File: src/core/rcil_map.svh
// Register offsets, field positions, reset values and timing for reset cause logic
`ifndef RCIL_MAP_SVH
`define RCIL_MAP_SVH

`define RCIL_CLK_HZ         25000000
`define RCIL_PWRT_MS        72
`define RCIL_PWRT_CYCLES    ((`RCIL_CLK_HZ / 1000) * `RCIL_PWRT_MS)
`define RCIL_OST_TOSC       1024
`define RCIL_OST_CYCLES     (`RCIL_OST_TOSC)
`define RCIL_CNT_W          21

`define RCIL_PC_W           13
`define RCIL_PC_RESET       13'h0000
`define RCIL_PC_IRQ_VEC     13'h0004
`define RCIL_PC_STEP        13'h0001

`define RCIL_OFS_PWR_STATUS 5'h00
`define RCIL_OFS_CORE_STAT  5'h04
`define RCIL_OFS_CAUSE      5'h08
`define RCIL_OFS_IRQ_STAT   5'h0C
`define RCIL_OFS_IRQ_MASK   5'h10
`define RCIL_OFS_OPTION     5'h14

`define RCIL_PWR_RESET      2'h1
`define RCIL_BIT_POWER_ON   1
`define RCIL_BIT_BROWNOUT   0
`define RCIL_STAT_HI_RESET  3'h0
`define RCIL_OPTION_RESET   8'hFF
`define RCIL_EVT_W          6
`define RCIL_EVT_POR        0
`define RCIL_EVT_BOR        1
`define RCIL_EVT_WDT_RST    2
`define RCIL_EVT_WDT_WAKE   3
`define RCIL_EVT_EXT        4
`define RCIL_EVT_IRQ_WAKE   5
`define RCIL_EVT_NONE       6'h00
`define RCIL_SYNC_W         3
`define RCIL_SYNC_RST       3'h4

`endif

File: src/core/rcil_pkg.sv
// Types shared by the reset cause and init logic
package rcil_pkg;

  typedef enum logic [1:0] {
    OSC_CRYSTAL_SLOW,
    OSC_CRYSTAL_MID,
    OSC_CRYSTAL_FAST,
    OSC_RES_CAP
  } rcil_osc_t;

  typedef enum logic [2:0] {
    CAUSE_POWER_ON,
    CAUSE_BROWNOUT,
    CAUSE_WDT_RESET,
    CAUSE_WDT_WAKE,
    CAUSE_EXT_RUN,
    CAUSE_EXT_SLEEP,
    CAUSE_IRQ_WAKE
  } rcil_cause_t;

  typedef enum logic [2:0] {
    ST_BOOT,
    ST_HOLD,
    ST_PWRT,
    ST_OST,
    ST_RUN,
    ST_SLEEP
  } rcil_state_t;

endpackage : rcil_pkg

File: src/core/rcil_core.sv
// Reset cause recording, start-up time-out sequencer and reset init values
//
// The Avalon-MM register port and the address map were decided locally.
`timescale 1ns/10ps
`default_nettype none
`include "rcil_map.svh"

module rcil_core #(
  parameter int PWRT_CYCLES = `RCIL_PWRT_CYCLES,
  parameter int OST_CYCLES  = `RCIL_OST_CYCLES,
  parameter int CNT_W       = `RCIL_CNT_W
) (
  input  wire logic                   clk,
  input  wire logic                   sys_rst,
  input  wire logic                   external_reset_pin_n,
  input  wire logic                   brownout_detect,
  input  wire logic                   watchdog_timeout,
  input  wire logic                   brownout_detect_enable,
  input  wire logic                   startup_delay_disable,
  input  wire rcil_pkg::rcil_osc_t    osc_mode,
  input  wire logic                   sleep_req,
  input  wire logic                   irq_wake,
  input  wire logic                   global_irq_enable,
  input  wire logic [`RCIL_PC_W-1:0]  pc_current,
  input  wire logic [4:0]             avs_address,
  input  wire logic                   avs_read,
  input  wire logic                   avs_write,
  input  wire logic [31:0]            avs_writedata,
  input  wire logic [3:0]             avs_byteenable,
  output logic [31:0]                 avs_readdata,
  output logic                        avs_waitrequest,
  output logic                        core_reset_q,
  output logic                        pc_load_q,
  output logic [`RCIL_PC_W-1:0]       pc_value_q,
  output logic [7:0]                  option_q,
  output logic                        irq_q
);
  import rcil_pkg::*;

  // ----------------------------------------
  // Input synchronisers
  // ----------------------------------------
  logic [`RCIL_SYNC_W-1:0] async_in;
  logic [`RCIL_SYNC_W-1:0] sync1_q;
  logic [`RCIL_SYNC_W-1:0] sync2_q;
  logic                    wdt_prev_q;
  logic                    pin_n_s;
  logic                    bor_s;
  logic                    wdt_s;

  // Pin idles high, so its stages reset high
  localparam logic [`RCIL_SYNC_W-1:0] SYNC_RST = `RCIL_SYNC_RST;

  assign async_in = {external_reset_pin_n, brownout_detect, watchdog_timeout};

  genvar gi;
  generate
    for (gi = 0; gi < `RCIL_SYNC_W; gi++)
    begin : g_sync
      always_ff @(posedge clk or posedge sys_rst)
      begin
        if (sys_rst)
        begin
          sync1_q[gi] <= SYNC_RST[gi];
          sync2_q[gi] <= SYNC_RST[gi];
        end
        else
        begin
          sync1_q[gi] <= async_in[gi];
          sync2_q[gi] <= sync1_q[gi];
        end
      end
    end
  endgenerate

  assign pin_n_s = sync2_q[2];
  assign bor_s   = sync2_q[1];
  assign wdt_s   = sync2_q[0];

  always_ff @(posedge clk or posedge sys_rst)
  begin
    if (sys_rst)
      wdt_prev_q <= 1'b0;
    else
      wdt_prev_q <= wdt_s;
  end

  // ----------------------------------------
  // Event decode
  // ----------------------------------------
  rcil_state_t st_q;
  rcil_state_t st_d;
  logic [CNT_W-1:0] cnt_q;
  logic [CNT_W-1:0] cnt_d;
  logic             hold_bor_q;
  logic             wake_pend_q;
  logic [`RCIL_PC_W-1:0] target_pc_q;
  logic             crystal;
  logic             wdt_rise;
  logic             bor_evt;
  logic             ext_run_evt;
  logic             ext_sleep_evt;
  logic             wdt_rst_evt;
  logic             wdt_wake_evt;
  logic             irq_wake_evt;
  logic             sleep_evt;
  logic             por_evt;
  logic             any_reset;

  assign crystal  = (osc_mode != OSC_RES_CAP);
  assign wdt_rise = wdt_s && !wdt_prev_q;
  assign por_evt  = (st_q == ST_BOOT);

  always_comb
  begin
    bor_evt       = 1'b0;
    ext_run_evt   = 1'b0;
    ext_sleep_evt = 1'b0;
    wdt_rst_evt   = 1'b0;
    wdt_wake_evt  = 1'b0;
    irq_wake_evt  = 1'b0;
    sleep_evt     = 1'b0;
    // Brown-out ignored while detection is off
    if (brownout_detect_enable && bor_s && st_q != ST_BOOT && !(st_q == ST_HOLD && hold_bor_q))
      bor_evt = 1'b1;
    else if (st_q == ST_RUN)
    begin
      if (!pin_n_s)
        ext_run_evt = 1'b1;
      else if (wdt_rise)
        wdt_rst_evt = 1'b1;
      else if (sleep_req)
        sleep_evt = 1'b1;
    end
    else if (st_q == ST_SLEEP)
    begin
      if (!pin_n_s)
        ext_sleep_evt = 1'b1;
      else if (wdt_rise)
        wdt_wake_evt = 1'b1;
      else if (irq_wake)
        irq_wake_evt = 1'b1;
    end
  end

  assign any_reset = bor_evt || ext_run_evt || ext_sleep_evt || wdt_rst_evt;

  // ----------------------------------------
  // Time-out sequencer
  // ----------------------------------------
  always_comb
  begin
    st_d  = st_q;
    cnt_d = (cnt_q != '0) ? cnt_q - 1'b1 : cnt_q;
    if (any_reset)
    begin
      st_d = ST_HOLD;
    end
    else
    begin
      case (st_q)
        ST_BOOT:
        begin
          if (!startup_delay_disable)
          begin
            st_d  = ST_PWRT;
            cnt_d = CNT_W'(PWRT_CYCLES - 1);
          end
          else if (crystal)
          begin
            st_d  = ST_OST;
            cnt_d = CNT_W'(OST_CYCLES - 1);
          end
          else
            st_d = pin_n_s ? ST_RUN : ST_HOLD;
        end
        ST_HOLD:
        begin
          if (pin_n_s && !(brownout_detect_enable && bor_s))
          begin
            if (hold_bor_q)
            begin
              st_d  = ST_PWRT;
              cnt_d = CNT_W'(PWRT_CYCLES - 1);
            end
            else
              st_d = ST_RUN;
          end
        end
        ST_PWRT:
        begin
          if (cnt_q == '0)
          begin
            if (crystal)
            begin
              st_d  = ST_OST;
              cnt_d = CNT_W'(OST_CYCLES - 1);
            end
            else
              st_d = pin_n_s ? ST_RUN : ST_HOLD;
          end
        end
        ST_OST:
        begin
          if (cnt_q == '0)
            st_d = (pin_n_s || wake_pend_q) ? ST_RUN : ST_HOLD;
        end
        ST_RUN:
        begin
          if (sleep_evt)
            st_d = ST_SLEEP;
        end
        ST_SLEEP:
        begin
          if (wdt_wake_evt || irq_wake_evt)
          begin
            if (crystal)
            begin
              st_d  = ST_OST;
              cnt_d = CNT_W'(OST_CYCLES - 1);
            end
            else
              st_d = ST_RUN;
          end
        end
        default: st_d = ST_BOOT;
      endcase
    end
  end

  always_ff @(posedge clk or posedge sys_rst)
  begin
    if (sys_rst)
    begin
      st_q  <= ST_BOOT;
      cnt_q <= '0;
    end
    else
    begin
      st_q  <= st_d;
      cnt_q <= cnt_d;
    end
  end

  always_ff @(posedge clk or posedge sys_rst)
  begin
    if (sys_rst)
      hold_bor_q <= 1'b0;
    else if (bor_evt)
      hold_bor_q <= 1'b1;
    else if (any_reset)
      hold_bor_q <= 1'b0;
  end

  // ----------------------------------------
  // Program counter on restart
  // ----------------------------------------
  always_ff @(posedge clk or posedge sys_rst)
  begin
    if (sys_rst)
    begin
      wake_pend_q <= 1'b0;
      target_pc_q <= `RCIL_PC_RESET;
    end
    else if (any_reset)
    begin
      wake_pend_q <= 1'b0;
      target_pc_q <= `RCIL_PC_RESET;
    end
    else if (irq_wake_evt && global_irq_enable)
    begin
      wake_pend_q <= 1'b1;
      target_pc_q <= `RCIL_PC_IRQ_VEC;
    end
    else if (wdt_wake_evt || irq_wake_evt)
    begin
      wake_pend_q <= 1'b1;
      target_pc_q <= pc_current + `RCIL_PC_STEP;
    end
    else if (st_q == ST_RUN)
    begin
      wake_pend_q <= 1'b0;
      target_pc_q <= `RCIL_PC_RESET;
    end
  end

  always_ff @(posedge clk or posedge sys_rst)
  begin
    if (sys_rst)
    begin
      core_reset_q <= 1'b1;
      pc_load_q    <= 1'b0;
      pc_value_q   <= `RCIL_PC_RESET;
    end
    else
    begin
      core_reset_q <= !(st_d == ST_RUN || st_d == ST_SLEEP);
      pc_load_q    <= (st_d == ST_RUN) && (st_q != ST_RUN);
      if ((st_d == ST_RUN) && (st_q != ST_RUN))
        pc_value_q <= target_pc_q;
    end
  end

  // ----------------------------------------
  // Cause flags and status bits
  // ----------------------------------------
  logic [1:0]  pwr_q;
  logic        to_q;
  logic        pd_q;
  logic [2:0]  stat_hi_q;
  rcil_cause_t cause_q;
  logic        acc;
  logic        wr_acc;
  logic        rd_acc;
  logic        avs_wait_q;

  assign acc    = (avs_read || avs_write) && !avs_wait_q;
  assign wr_acc = acc && avs_write && avs_byteenable[0];
  assign rd_acc = acc && avs_read;

  always_ff @(posedge clk or posedge sys_rst)
  begin
    if (sys_rst)
      pwr_q <= `RCIL_PWR_RESET;
    else if (bor_evt)
      pwr_q[`RCIL_BIT_BROWNOUT] <= 1'b0;
    else if (wr_acc && avs_address == `RCIL_OFS_PWR_STATUS)
      pwr_q <= avs_writedata[1:0];
  end

  always_ff @(posedge clk or posedge sys_rst)
  begin
    if (sys_rst)
    begin
      to_q <= 1'b1;
      pd_q <= 1'b1;
    end
    else if (bor_evt)
    begin
      to_q <= 1'b1;
      pd_q <= 1'b1;
    end
    else if (wdt_rst_evt)
    begin
      to_q <= 1'b0;
      pd_q <= 1'b1;
    end
    else if (wdt_wake_evt)
    begin
      to_q <= 1'b0;
      pd_q <= 1'b0;
    end
    else if (ext_sleep_evt || irq_wake_evt)
    begin
      to_q <= 1'b1;
      pd_q <= 1'b0;
    end
    else if (sleep_evt)
    begin
      to_q <= 1'b1;
      pd_q <= 1'b0;
    end
  end

  always_ff @(posedge clk or posedge sys_rst)
  begin
    if (sys_rst)
      stat_hi_q <= `RCIL_STAT_HI_RESET;
    else if (any_reset)
      stat_hi_q <= `RCIL_STAT_HI_RESET;
    else if (wr_acc && avs_address == `RCIL_OFS_CORE_STAT)
      stat_hi_q <= avs_writedata[7:5];
  end

  always_ff @(posedge clk or posedge sys_rst)
  begin
    if (sys_rst)
      option_q <= `RCIL_OPTION_RESET;
    else if (any_reset)
      option_q <= `RCIL_OPTION_RESET;
    else if (wr_acc && avs_address == `RCIL_OFS_OPTION)
      option_q <= avs_writedata[7:0];
  end

  always_ff @(posedge clk or posedge sys_rst)
  begin
    if (sys_rst)
      cause_q <= CAUSE_POWER_ON;
    else if (bor_evt)
      cause_q <= CAUSE_BROWNOUT;
    else if (ext_run_evt)
      cause_q <= CAUSE_EXT_RUN;
    else if (ext_sleep_evt)
      cause_q <= CAUSE_EXT_SLEEP;
    else if (wdt_rst_evt)
      cause_q <= CAUSE_WDT_RESET;
    else if (wdt_wake_evt)
      cause_q <= CAUSE_WDT_WAKE;
    else if (irq_wake_evt)
      cause_q <= CAUSE_IRQ_WAKE;
  end

  // ----------------------------------------
  // Event status, mask and interrupt
  // ----------------------------------------
  logic [`RCIL_EVT_W-1:0] evt_set;
  logic [`RCIL_EVT_W-1:0] evt_q;
  logic [`RCIL_EVT_W-1:0] mask_q;
  logic [`RCIL_EVT_W-1:0] evt_clr;

  always_comb
  begin
    evt_set = `RCIL_EVT_NONE;
    evt_set[`RCIL_EVT_POR]      = por_evt;
    evt_set[`RCIL_EVT_BOR]      = bor_evt;
    evt_set[`RCIL_EVT_WDT_RST]  = wdt_rst_evt;
    evt_set[`RCIL_EVT_WDT_WAKE] = wdt_wake_evt;
    evt_set[`RCIL_EVT_EXT]      = ext_run_evt || ext_sleep_evt;
    evt_set[`RCIL_EVT_IRQ_WAKE] = irq_wake_evt;
  end

  // Clear only what the read returned; a new set wins
  assign evt_clr = (rd_acc && avs_address == `RCIL_OFS_IRQ_STAT) ?
                   avs_readdata[`RCIL_EVT_W-1:0] : `RCIL_EVT_NONE;

  always_ff @(posedge clk or posedge sys_rst)
  begin
    if (sys_rst)
      evt_q <= `RCIL_EVT_NONE;
    else
      evt_q <= (evt_q & ~evt_clr) | evt_set;
  end

  always_ff @(posedge clk or posedge sys_rst)
  begin
    if (sys_rst)
      mask_q <= `RCIL_EVT_NONE;
    else if (wr_acc && avs_address == `RCIL_OFS_IRQ_MASK)
      mask_q <= avs_writedata[`RCIL_EVT_W-1:0];
  end

  always_ff @(posedge clk or posedge sys_rst)
  begin
    if (sys_rst)
      irq_q <= 1'b0;
    else
      irq_q <= |(evt_q & mask_q);
  end

  // ----------------------------------------
  // Avalon-MM slave
  // ----------------------------------------
  logic [31:0] rd_mux;

  always_comb
  begin
    rd_mux = 32'h0000_0000;
    case (avs_address)
      `RCIL_OFS_PWR_STATUS: rd_mux = {30'h0000_0000, pwr_q};
      `RCIL_OFS_CORE_STAT:  rd_mux = {24'h00_0000, stat_hi_q, to_q, pd_q, 3'h0};
      `RCIL_OFS_CAUSE:      rd_mux = {29'h0000_0000, cause_q};
      `RCIL_OFS_IRQ_STAT:   rd_mux = {26'h000_0000, evt_q};
      `RCIL_OFS_IRQ_MASK:   rd_mux = {26'h000_0000, mask_q};
      `RCIL_OFS_OPTION:     rd_mux = {24'h00_0000, option_q};
      default:              rd_mux = 32'h0000_0000;
    endcase
  end

  always_ff @(posedge clk or posedge sys_rst)
  begin
    if (sys_rst)
      avs_wait_q <= 1'b1;
    else if ((avs_read || avs_write) && avs_wait_q)
      avs_wait_q <= 1'b0;
    else
      avs_wait_q <= 1'b1;
  end

  always_ff @(posedge clk or posedge sys_rst)
  begin
    if (sys_rst)
      avs_readdata <= 32'h0000_0000;
    else if (avs_read && avs_wait_q)
      avs_readdata <= rd_mux;
  end

  assign avs_waitrequest = avs_wait_q;

  // ----------------------------------------
  // Assertions
  // ----------------------------------------
  property p_por_flag_kept;
    @(posedge clk) disable iff (sys_rst)
      !(wr_acc && avs_address == `RCIL_OFS_PWR_STATUS) |=> $stable(pwr_q[`RCIL_BIT_POWER_ON]);
  endproperty
  a_por_flag_kept: assert property (p_por_flag_kept) else $error("power-on flag moved");

  property p_bor_clear;
    @(posedge clk) disable iff (sys_rst)
      bor_evt |=> !pwr_q[`RCIL_BIT_BROWNOUT] && to_q && pd_q && core_reset_q;
  endproperty
  a_bor_clear: assert property (p_bor_clear) else $error("brown-out flags wrong");

  property p_wdt_reset_flags;
    @(posedge clk) disable iff (sys_rst)
      wdt_rst_evt |=> !to_q && pd_q && option_q == `RCIL_OPTION_RESET;
  endproperty
  a_wdt_reset_flags: assert property (p_wdt_reset_flags) else $error("watchdog reset flags");

  property p_wdt_wake_flags;
    @(posedge clk) disable iff (sys_rst)
      wdt_wake_evt |=> !to_q && !pd_q && $stable(option_q);
  endproperty
  a_wdt_wake_flags: assert property (p_wdt_wake_flags) else $error("watchdog wake flags");

  property p_ext_sleep_flags;
    @(posedge clk) disable iff (sys_rst)
      (ext_sleep_evt || irq_wake_evt) |=> to_q && !pd_q;
  endproperty
  a_ext_sleep_flags: assert property (p_ext_sleep_flags) else $error("sleep reset flags");

  property p_ext_run_flags;
    @(posedge clk) disable iff (sys_rst)
      ext_run_evt |=> $stable(to_q) && $stable(pd_q) && stat_hi_q == `RCIL_STAT_HI_RESET;
  endproperty
  a_ext_run_flags: assert property (p_ext_run_flags) else $error("running pin reset flags");

  property p_hold_release_pc;
    @(posedge clk) disable iff (sys_rst)
      (st_q == ST_HOLD && st_d == ST_RUN) |=> pc_load_q && pc_value_q == `RCIL_PC_RESET;
  endproperty
  a_hold_release_pc: assert property (p_hold_release_pc) else $error("reset pc not zero");

  // Wake to vector load must not outlast the oscillator start-up count plus two
  logic             vec_pend_q;
  logic [CNT_W-1:0] vec_wait_q;

  always_ff @(posedge clk or posedge sys_rst)
  begin
    if (sys_rst)
    begin
      vec_pend_q <= 1'b0;
      vec_wait_q <= '0;
    end
    else if (irq_wake_evt && global_irq_enable)
    begin
      vec_pend_q <= 1'b1;
      vec_wait_q <= '0;
    end
    else if (pc_load_q || any_reset)
      vec_pend_q <= 1'b0;
    else if (vec_pend_q)
      vec_wait_q <= vec_wait_q + 1'b1;
  end

  property p_irq_vector;
    @(posedge clk) disable iff (sys_rst)
      (vec_pend_q && pc_load_q) |-> pc_value_q == `RCIL_PC_IRQ_VEC;
  endproperty
  a_irq_vector: assert property (p_irq_vector) else $error("irq vector missing");

  property p_irq_vector_due;
    @(posedge clk) disable iff (sys_rst)
      vec_pend_q |-> vec_wait_q <= CNT_W'(OST_CYCLES + 2);
  endproperty
  a_irq_vector_due: assert property (p_irq_vector_due) else $error("irq vector late");

  property p_wake_marked;
    @(posedge clk) disable iff (sys_rst)
      (wdt_wake_evt || irq_wake_evt) |=> (evt_q[`RCIL_EVT_WDT_WAKE] || evt_q[`RCIL_EVT_IRQ_WAKE]);
  endproperty
  a_wake_marked: assert property (p_wake_marked) else $error("wake source unmarked");

  property p_rc_no_ost;
    @(posedge clk) disable iff (sys_rst)
      (st_q == ST_PWRT && cnt_q == '0 && !crystal) |=> st_q != ST_OST;
  endproperty
  a_rc_no_ost: assert property (p_rc_no_ost) else $error("start-up delay in rc mode");

  c_power_up_run: cover property (@(posedge clk) disable iff (sys_rst)
    st_q == ST_OST && cnt_q == '0 && !wake_pend_q ##1 st_q == ST_RUN);
  c_brownout: cover property (@(posedge clk) disable iff (sys_rst) bor_evt);
  c_wdt_wake: cover property (@(posedge clk) disable iff (sys_rst) wdt_wake_evt);
  c_irq_vector: cover property (@(posedge clk) disable iff (sys_rst)
    irq_wake_evt && global_irq_enable);

endmodule : rcil_core

`default_nettype wire

File: config.mk
export PLATFORM = sky130hd
export DESIGN_NAME = rcil_core
export DESIGN_NICKNAME = d
export VERILOG_FILES = /design/src/core/rcil_pkg.sv /design/src/core/rcil_core.sv
export VERILOG_INCLUDE_DIRS = /design/src /design/src/core
export SDC_FILE = /design/constraint.sdc
export NUM_CORES = 1
export LEC_CHECK = 0
export BUFFER_PORTS_ARGS = -buffer_cell sky130_fd_sc_hd__buf_2
export CORE_AREA = 2 2 115 117
export CTS_CLUSTER_SIZE = 20
export DETAILED_ROUTE_END_ITERATION = 10
export DIE_AREA = 0 0 117 119
export GPL_ROUTABILITY_DRIVEN = 0
export PLACE_DENSITY = 0.74
export SKIP_CTS_REPAIR_TIMING = 1
export SLEW_MARGIN = 25
export SYNTH_ARGS = -nofsm -noshare
export SYNTH_HDL_FRONTEND = slang
export SYNTH_SLANG_ARGS = --single-unit
File: constraint.sdc
create_clock -name clk -period 9.7 [get_ports clk]
set_input_delay 1.455 -clock clk [delete_from_list [all_inputs] [get_ports clk]]
set_output_delay 1.455 -clock clk [all_outputs]
set_load 0.02 [all_outputs]
==> reports/qor.csv, run 1 <==
metric,value,unit
Mapped Area,0.00519,mm2
Syn Area/Cell,10.3,um2
DP HPWL,8.45,mm
clock tree buffer depth,2,
WP data required,9.92,ns
TritonCTS clock tree,built,
CP top delay family,compound AO/OA/AOI/OAI gates,
total track usage,0.173,
die width,117,um
die height,119,um
area grow syn2layout,13.1,%
Initial DRC Count,420,
Max-Slew Margin vs Limit,0.421,
Worst VDD drop,115,uV
final hold violation count,0,
row cnt,42,
total grt overflow,0,
Critical Path End Type,register,
setup violators final,0,
status,finished clean,
total of max-cap violations,0,
CP Launch Type,input port,
fraction of registers with async set/reset,1.00,
FF-to-FF setup slack,6.15,ns
leakage power,2.77,nW
"Primary FF master, synth",dfrtp_1,
total number of vias,4033,
Post-synth EDFFs,0,
Final Util,0.456,
share of cells above drive strength 1,0.232,
Initial Utilization,0.403,
fin crit share,0.370,
WL final,11.6,mm
vias in the first global route,3902,
largest net degree at the start of global routing,72,
setup TNS,0,ns
fin crit period,3.59,ns
CP peak stage delay,0.68,ns
TritonCTS Buffers,9,
Final #Nets,640,
"Cell Chain, Critical Path",buf_2 > a21boi_0 > o211ai_1 > a32o_1 > a31oi_1 > or3_1 > mux2_2,
ant diodes,0,
CTS sink cnt,101,
initial antenna violation count,1,
Seq cells post-synth,101,
port bufs,73,
post-DR wirelength/cell,15.5,um
Max Freq,279,MHz
min-delay worst type,register to register,
register area share after synthesis,0.491,
H-tree levels,3,
Slowest cell on crit path,or3_1,
"Arr. time, crit path",3.81,ns
DRC Markers,0,
synth warn,0,
max-slew violations,0,
DRT Pass-1 Iters,5,
CP max FO,14,
worst skew pair latency,0.34,ns
vias per inst,5.38,
Die Area,0.0139,mm2
fillers,1206,
Crit Path Class,input port to register,
Bufs and invs on worst path,1,
core area,0.0129,mm2
Syn Inst Count,505,
global-route wire length before repair,19.3,mm
CTS root buffer,clkbuf_16,
Yosys cell types,64,
Worst-path clk slew,0.06,ns
RSZ-0062 raised after global routing,false,
Antenna Nets Post-Route,0,
Setup Skew,0.00684,ns
Ports,125,
slew at the pin closest to its max-slew limit,0.869,ns
power per cell area,223,mW/mm2
## final timing paths
check	endpoint	cells after the start	startpoint
max	pc_value_q[10]	7	brownout_detect_enable
min	pin_n_s	0	sync1_q[2]
max reg2reg	pc_value_q[10]	8	cnt_q[0]
min reg2reg	pin_n_s	0	sync1_q[2]
max in group asynchronous	cnt_q[6]	3	sys_rst
min in group asynchronous	mask_q[2]	2	sys_rst
## layer usage
metal	vias to the layer above	GRT usage	part of all wire	wire [um]
met2	141	0.273	0.47	5410
met1	2002	0.237	0.45	5280
li1	1868	-	-	-
met4	2	0.0647	0.022	250
met5	-	0	0.00095	11
met3	20	0.0295	0.057	667
## power breakdown
group	internal, mW	leakage (nW)	switching, mW	total (mW)
Combinational	0.151	1.38	0.223	0.374
Sequential	0.504	1.25	0.0797	0.583
Clock	0.208	0.138	0.144	0.352
## per-stage QoR
step / cells / worst slack (ns) / power (mW) / instance area [um2] / hold slack, ns
after CTS: 750 / 6.12 / 1.32 / 5870 / 0.358
after floorplan: 528 / 5.62 / 0.862 / 5270 / 0.331
after detailed placement: 734 / 5.80 / 0.960 / 5580 / 0.349
after global placement: 734 / 5.84 / 0.937 / 5580 / 0.340
after global routing: 750 / 5.90 / 1.39 / 5870 / 0.364
final: 750 / 6.11 / 1.31 / 5870 / 0.356
## cell type report
class                      instances  area (um2)  area share
multi-input combinational        374        2400       0.409
inverter                           8        32.5     0.00554
tap                              176         220      0.0375
clock buffer                      15         258      0.0439
timing repair buffer              75         380      0.0648
sequential                       101        2550       0.434
clock inverter                     1        30.0     0.00512
## sequential cells by signal (all words and copies together), names as in the netlist, 2 cells and up
register      count
avs_readdata      8
sync1_q           3
mask_q            6
st_q              3
option_q          8
cause_q           3
evt_q             6
pwr_q             2
cnt_q            21
pc_value_q       13
stat_hi_q         3
target_pc_q      13
## Yosys cell counts, drive strengths merged, types with 3 or more instances
library cell / count / area (um2)
a22oi: 9 / 67.6
o211ai: 7 / 57.6
a21o: 4 / 30.0
clkbuf: 14 / 52.6
buf: 31 / 248
dfrtp: 86 / 2150
and3: 10 / 62.6
nand2b: 9 / 56.3
or3: 5 / 31.3
a22o: 16 / 140
or4: 5 / 41.3
mux2: 23 / 293
a21oi: 6 / 30.0
nand3: 14 / 70.1
inv: 8 / 30.0
xor2: 13 / 114
dfstp: 15 / 394
xnor2: 12 / 105
nor2: 35 / 139
nor4: 4 / 25.0
nor2b: 6 / 37.5
nand2: 67 / 251
o21ai: 32 / 160
a2111oi: 3 / 26.3
mux2i: 13 / 130
nor3: 10 / 50.1
a221o: 5 / 50.1
and2: 9 / 56.3
ha: 3 / 37.5
## cells in the final DEF (no fill, tap or decap), drive strengths merged, types with 12 or more instances in the layout
master and count:
nand2 67, xor2 13, xnor2 12, conb 24, dfstp 15, clkbuf 15
nand3 14, mux2i 13, o21ai 32, buf 75, dfrtp 86, mux2 23
a22o 16, nor2 35
## cell families (layout without fill, tap and decap cells)
logic type,Yosys count,count (layout),synth area share
compound gates,101,101,0.138
flops,101,101,0.491
buf+inv,53,99,0.0637
mux,36,36,0.0815
xor+xnor,25,25,0.0422
other cells,1,24,0.000723
fa+ha+maj,3,3,0.00724
simple gates,185,185,0.176
Power figures use the tool's default switching activity.
==> run 2: changes to the inputs <==
- clock period: 9.7 -> 3.47 ns (I/O delays scaled with it)
==> run 2 against run 1 <==
Sequential power rose to 2.7 times the previous value; combinational power increased to 3.0 times the previous value; first-iteration DRC count is 30% lower; final cell count increased by 1.1%; flip-flop and latch count unchanged; critical path type is now register to register; largest cell class unchanged; largest power group unchanged.
==> reports/qor.csv, run 2 (same netlist as run 1, synthesis figures left out) <==
metric,value,unit,change
CTS sink cnt,101,,unchanged
met3 wire len,652,um,-2.2%
clock tree buffer depth,2,,unchanged
Ports,125,,unchanged
leakage power,2.82,nW,+1.9%
switching share of power,0.350,,+0.00805
Crit Path Class,register to register,,
die width,117,um,unchanged
Initial Utilization,0.403,,unchanged
max-slew violations,0,,unchanged
TritonCTS Buffers,9,,unchanged
H-tree levels,3,,unchanged
Worst VDD drop,255,uV,+120%
TritonCTS clock tree,built,,
global-route wire length before repair,19.0,mm,-1.4%
Placement Cell Area,0.00565,mm2,+1.2%
Die Area,0.0139,mm2,unchanged
combinational share of power,0.299,,+0.013
Stages on worst setup path,7,,unchanged
Largest register FFs,21,,unchanged
fin crit share,0.909,,
power per cell area,625,mW/mm2,+180%
Hold Slack,0.277,ns,-0.0790 ns
slew at the pin closest to its max-slew limit,0.857,ns,-0.0119 ns
fin crit period,3.15,ns,
core area,0.0129,mm2,unchanged
RSZ-0062 raised after global routing,false,,
DRC Markers,0,,unchanged
CP dominant cell by count,or4_1,,
Max-Slew Margin vs Limit,0.425,,+0.00410
row cnt,42,,unchanged
clock power share,0.271,,+0.002
die height,119,um,unchanged
Setup Skew,0.00552,ns,-0.00133 ns
area grow syn2layout,14.8,%,
most frequent cells in the layout,"86 x dfrtp_1, 73 x buf_2, 67 x nand2_1, 34 x nor2_1, 31 x o21ai_0",,
"Arr. time, crit path",3.38,ns,-0.43 ns
port bufs,73,,unchanged
setup violators final,0,,unchanged
Metal-1 WL,5.41,mm,+2.6%
post-DR wirelength/cell,15.5,um,+0.25%
worst skew pair latency,0.35,ns,about the same
cell area after layout,0.00595,mm2,+1.4%
share of cells above drive strength 1,0.251,,+0.0192
P_sw,1.30,mW,+190%
total track usage,0.173,,+0.000184
Reg with most FFs,cnt_q,,
min-delay worst type,input port to register,,
CP max FO,14,,unchanged
setup TNS,0,ns,unchanged
Bufs and invs on worst path,1,,unchanged
WP data required,3.70,ns,-6.22 ns
Power Total,3.72,mW,+180%
final hold violation count,0,,unchanged
DRT Pass-1 Iters,5,,unchanged
R2R depth,7,,-1
P_int,2.42,mW,+180%
DR top layer,met4,,
initial antenna violation count,0,,-1
CP peak stage delay,0.65,ns,-0.03 ns
vias in the first global route,3908,,+0.15%
status,finished clean,,
CTS root buffer,clkbuf_16,,
Largest regs,"cnt_q (21), pc_value_q (13), target_pc_q (13)",,
total number of vias,4021,,-0.30%
"commonest non-fill, non-tap cell in the layout",dfrtp_1,,
"Cell Chain, Critical Path",or4_1 > or4_1 > or2_0 > o211ai_2 > or3_1 > buf_12 > mux2_2,,
WL final,11.8,mm,+1.3%
total grt overflow,0,,unchanged
hold path depth,1,,+1
vias per inst,5.30,,-1.3%
largest net degree at the start of global routing,64,,-11%
Final Util,0.462,,+0.00651
Final #Nets,648,,+1.3%
ant diodes,0,,unchanged
total of max-cap violations,0,,unchanged
Max Freq,317,MHz,
CP Launch Type,register,,
Antenna Nets Post-Route,0,,unchanged
register share of total power,0.429,,-0.016
Critical Path End Type,register,,
Met2 Routed Length,5.45,mm,+0.70%
Initial DRC Count,296,,-30%
Worst-path clk slew,0.06,ns,about the same
Slowest cell on crit path,or4_1,,
CP top delay family,simple AND/OR/NAND/NOR gates,,
fillers,1208,,+0.17%
DP HPWL,8.62,mm,+2.0%
[run 2: cell count changes in the layout (fill, tap and decap cells not counted)]
cell,previous run,this run
buf_12,0,1
buf_4,2,9
inv_6,0,2
clkinv_4,0,1
clkinv_2,0,2
clkbuf_1,5,0
clkinvlp_4,0,1
clkbuf_8,1,0
[run 2: power groups by stage]
stage	clock network, mW	logic [mW]	registers, mW
6_report	1.01	1.11	1.60
3_5_place_dp	0	1.10	1.61
4_1_cts	1.03	1.11	1.59
2_1_floorplan	0	0.809	1.60
5_1_grt	1.08	1.22	1.62
3_3_place_gp	0	1.06	1.60
[run 2: per-layer routing]
metal  up-vias  GRT usage
met2       129      0.270
met3        17     0.0300
met1      1980      0.234
met4         0     0.0787
met5         -          0
li1       1895          -
[run 2: area by class of cell]
type	instances	area [um2]	area share
well taps	176	220	0.0370
repair buffers	83	453	0.0761
clock buffers	9	225	0.0378
inverters	8	32.5	0.00547
flip-flops and latches	101	2550	0.428
multi-input cells	374	2400	0.403
clock inverters	7	73.8	0.0124
[run 2: worst register-to-register path: cells and delay by family (launching register included)]
family	cells	cell delay, ns
and+or+nand+nor	4	1.87
DFF	1	0.41
buffers and inverters	1	0.17
muxes	1	0.36
AOI/OAI and AO/OA	1	0.23
[run 2: path summary, 6_finish.rpt]
kind / startpoint / endpoint / slack [ns]
min reg2reg: sync1_q[2] / pin_n_s / 0.36
max reg2reg: cnt_q[9] / pc_value_q[10] / 0.32
max in group asynchronous: sys_rst / option_q[6] / 2.30
min: external_reset_pin_n / sync1_q[2] / 0.28
max: cnt_q[9] / pc_value_q[10] / 0.32
min in group asynchronous: sys_rst / pc_value_q[0] / 0.32
[run 2: per-stage QoR]
stage                     worst slack (ns)  instances
after floorplan                      0.327        528
after global placement               0.434        742
after detailed placement             0.365        742
after CTS                            0.336        758
after global routing                 0.182        758
final                                0.316        758
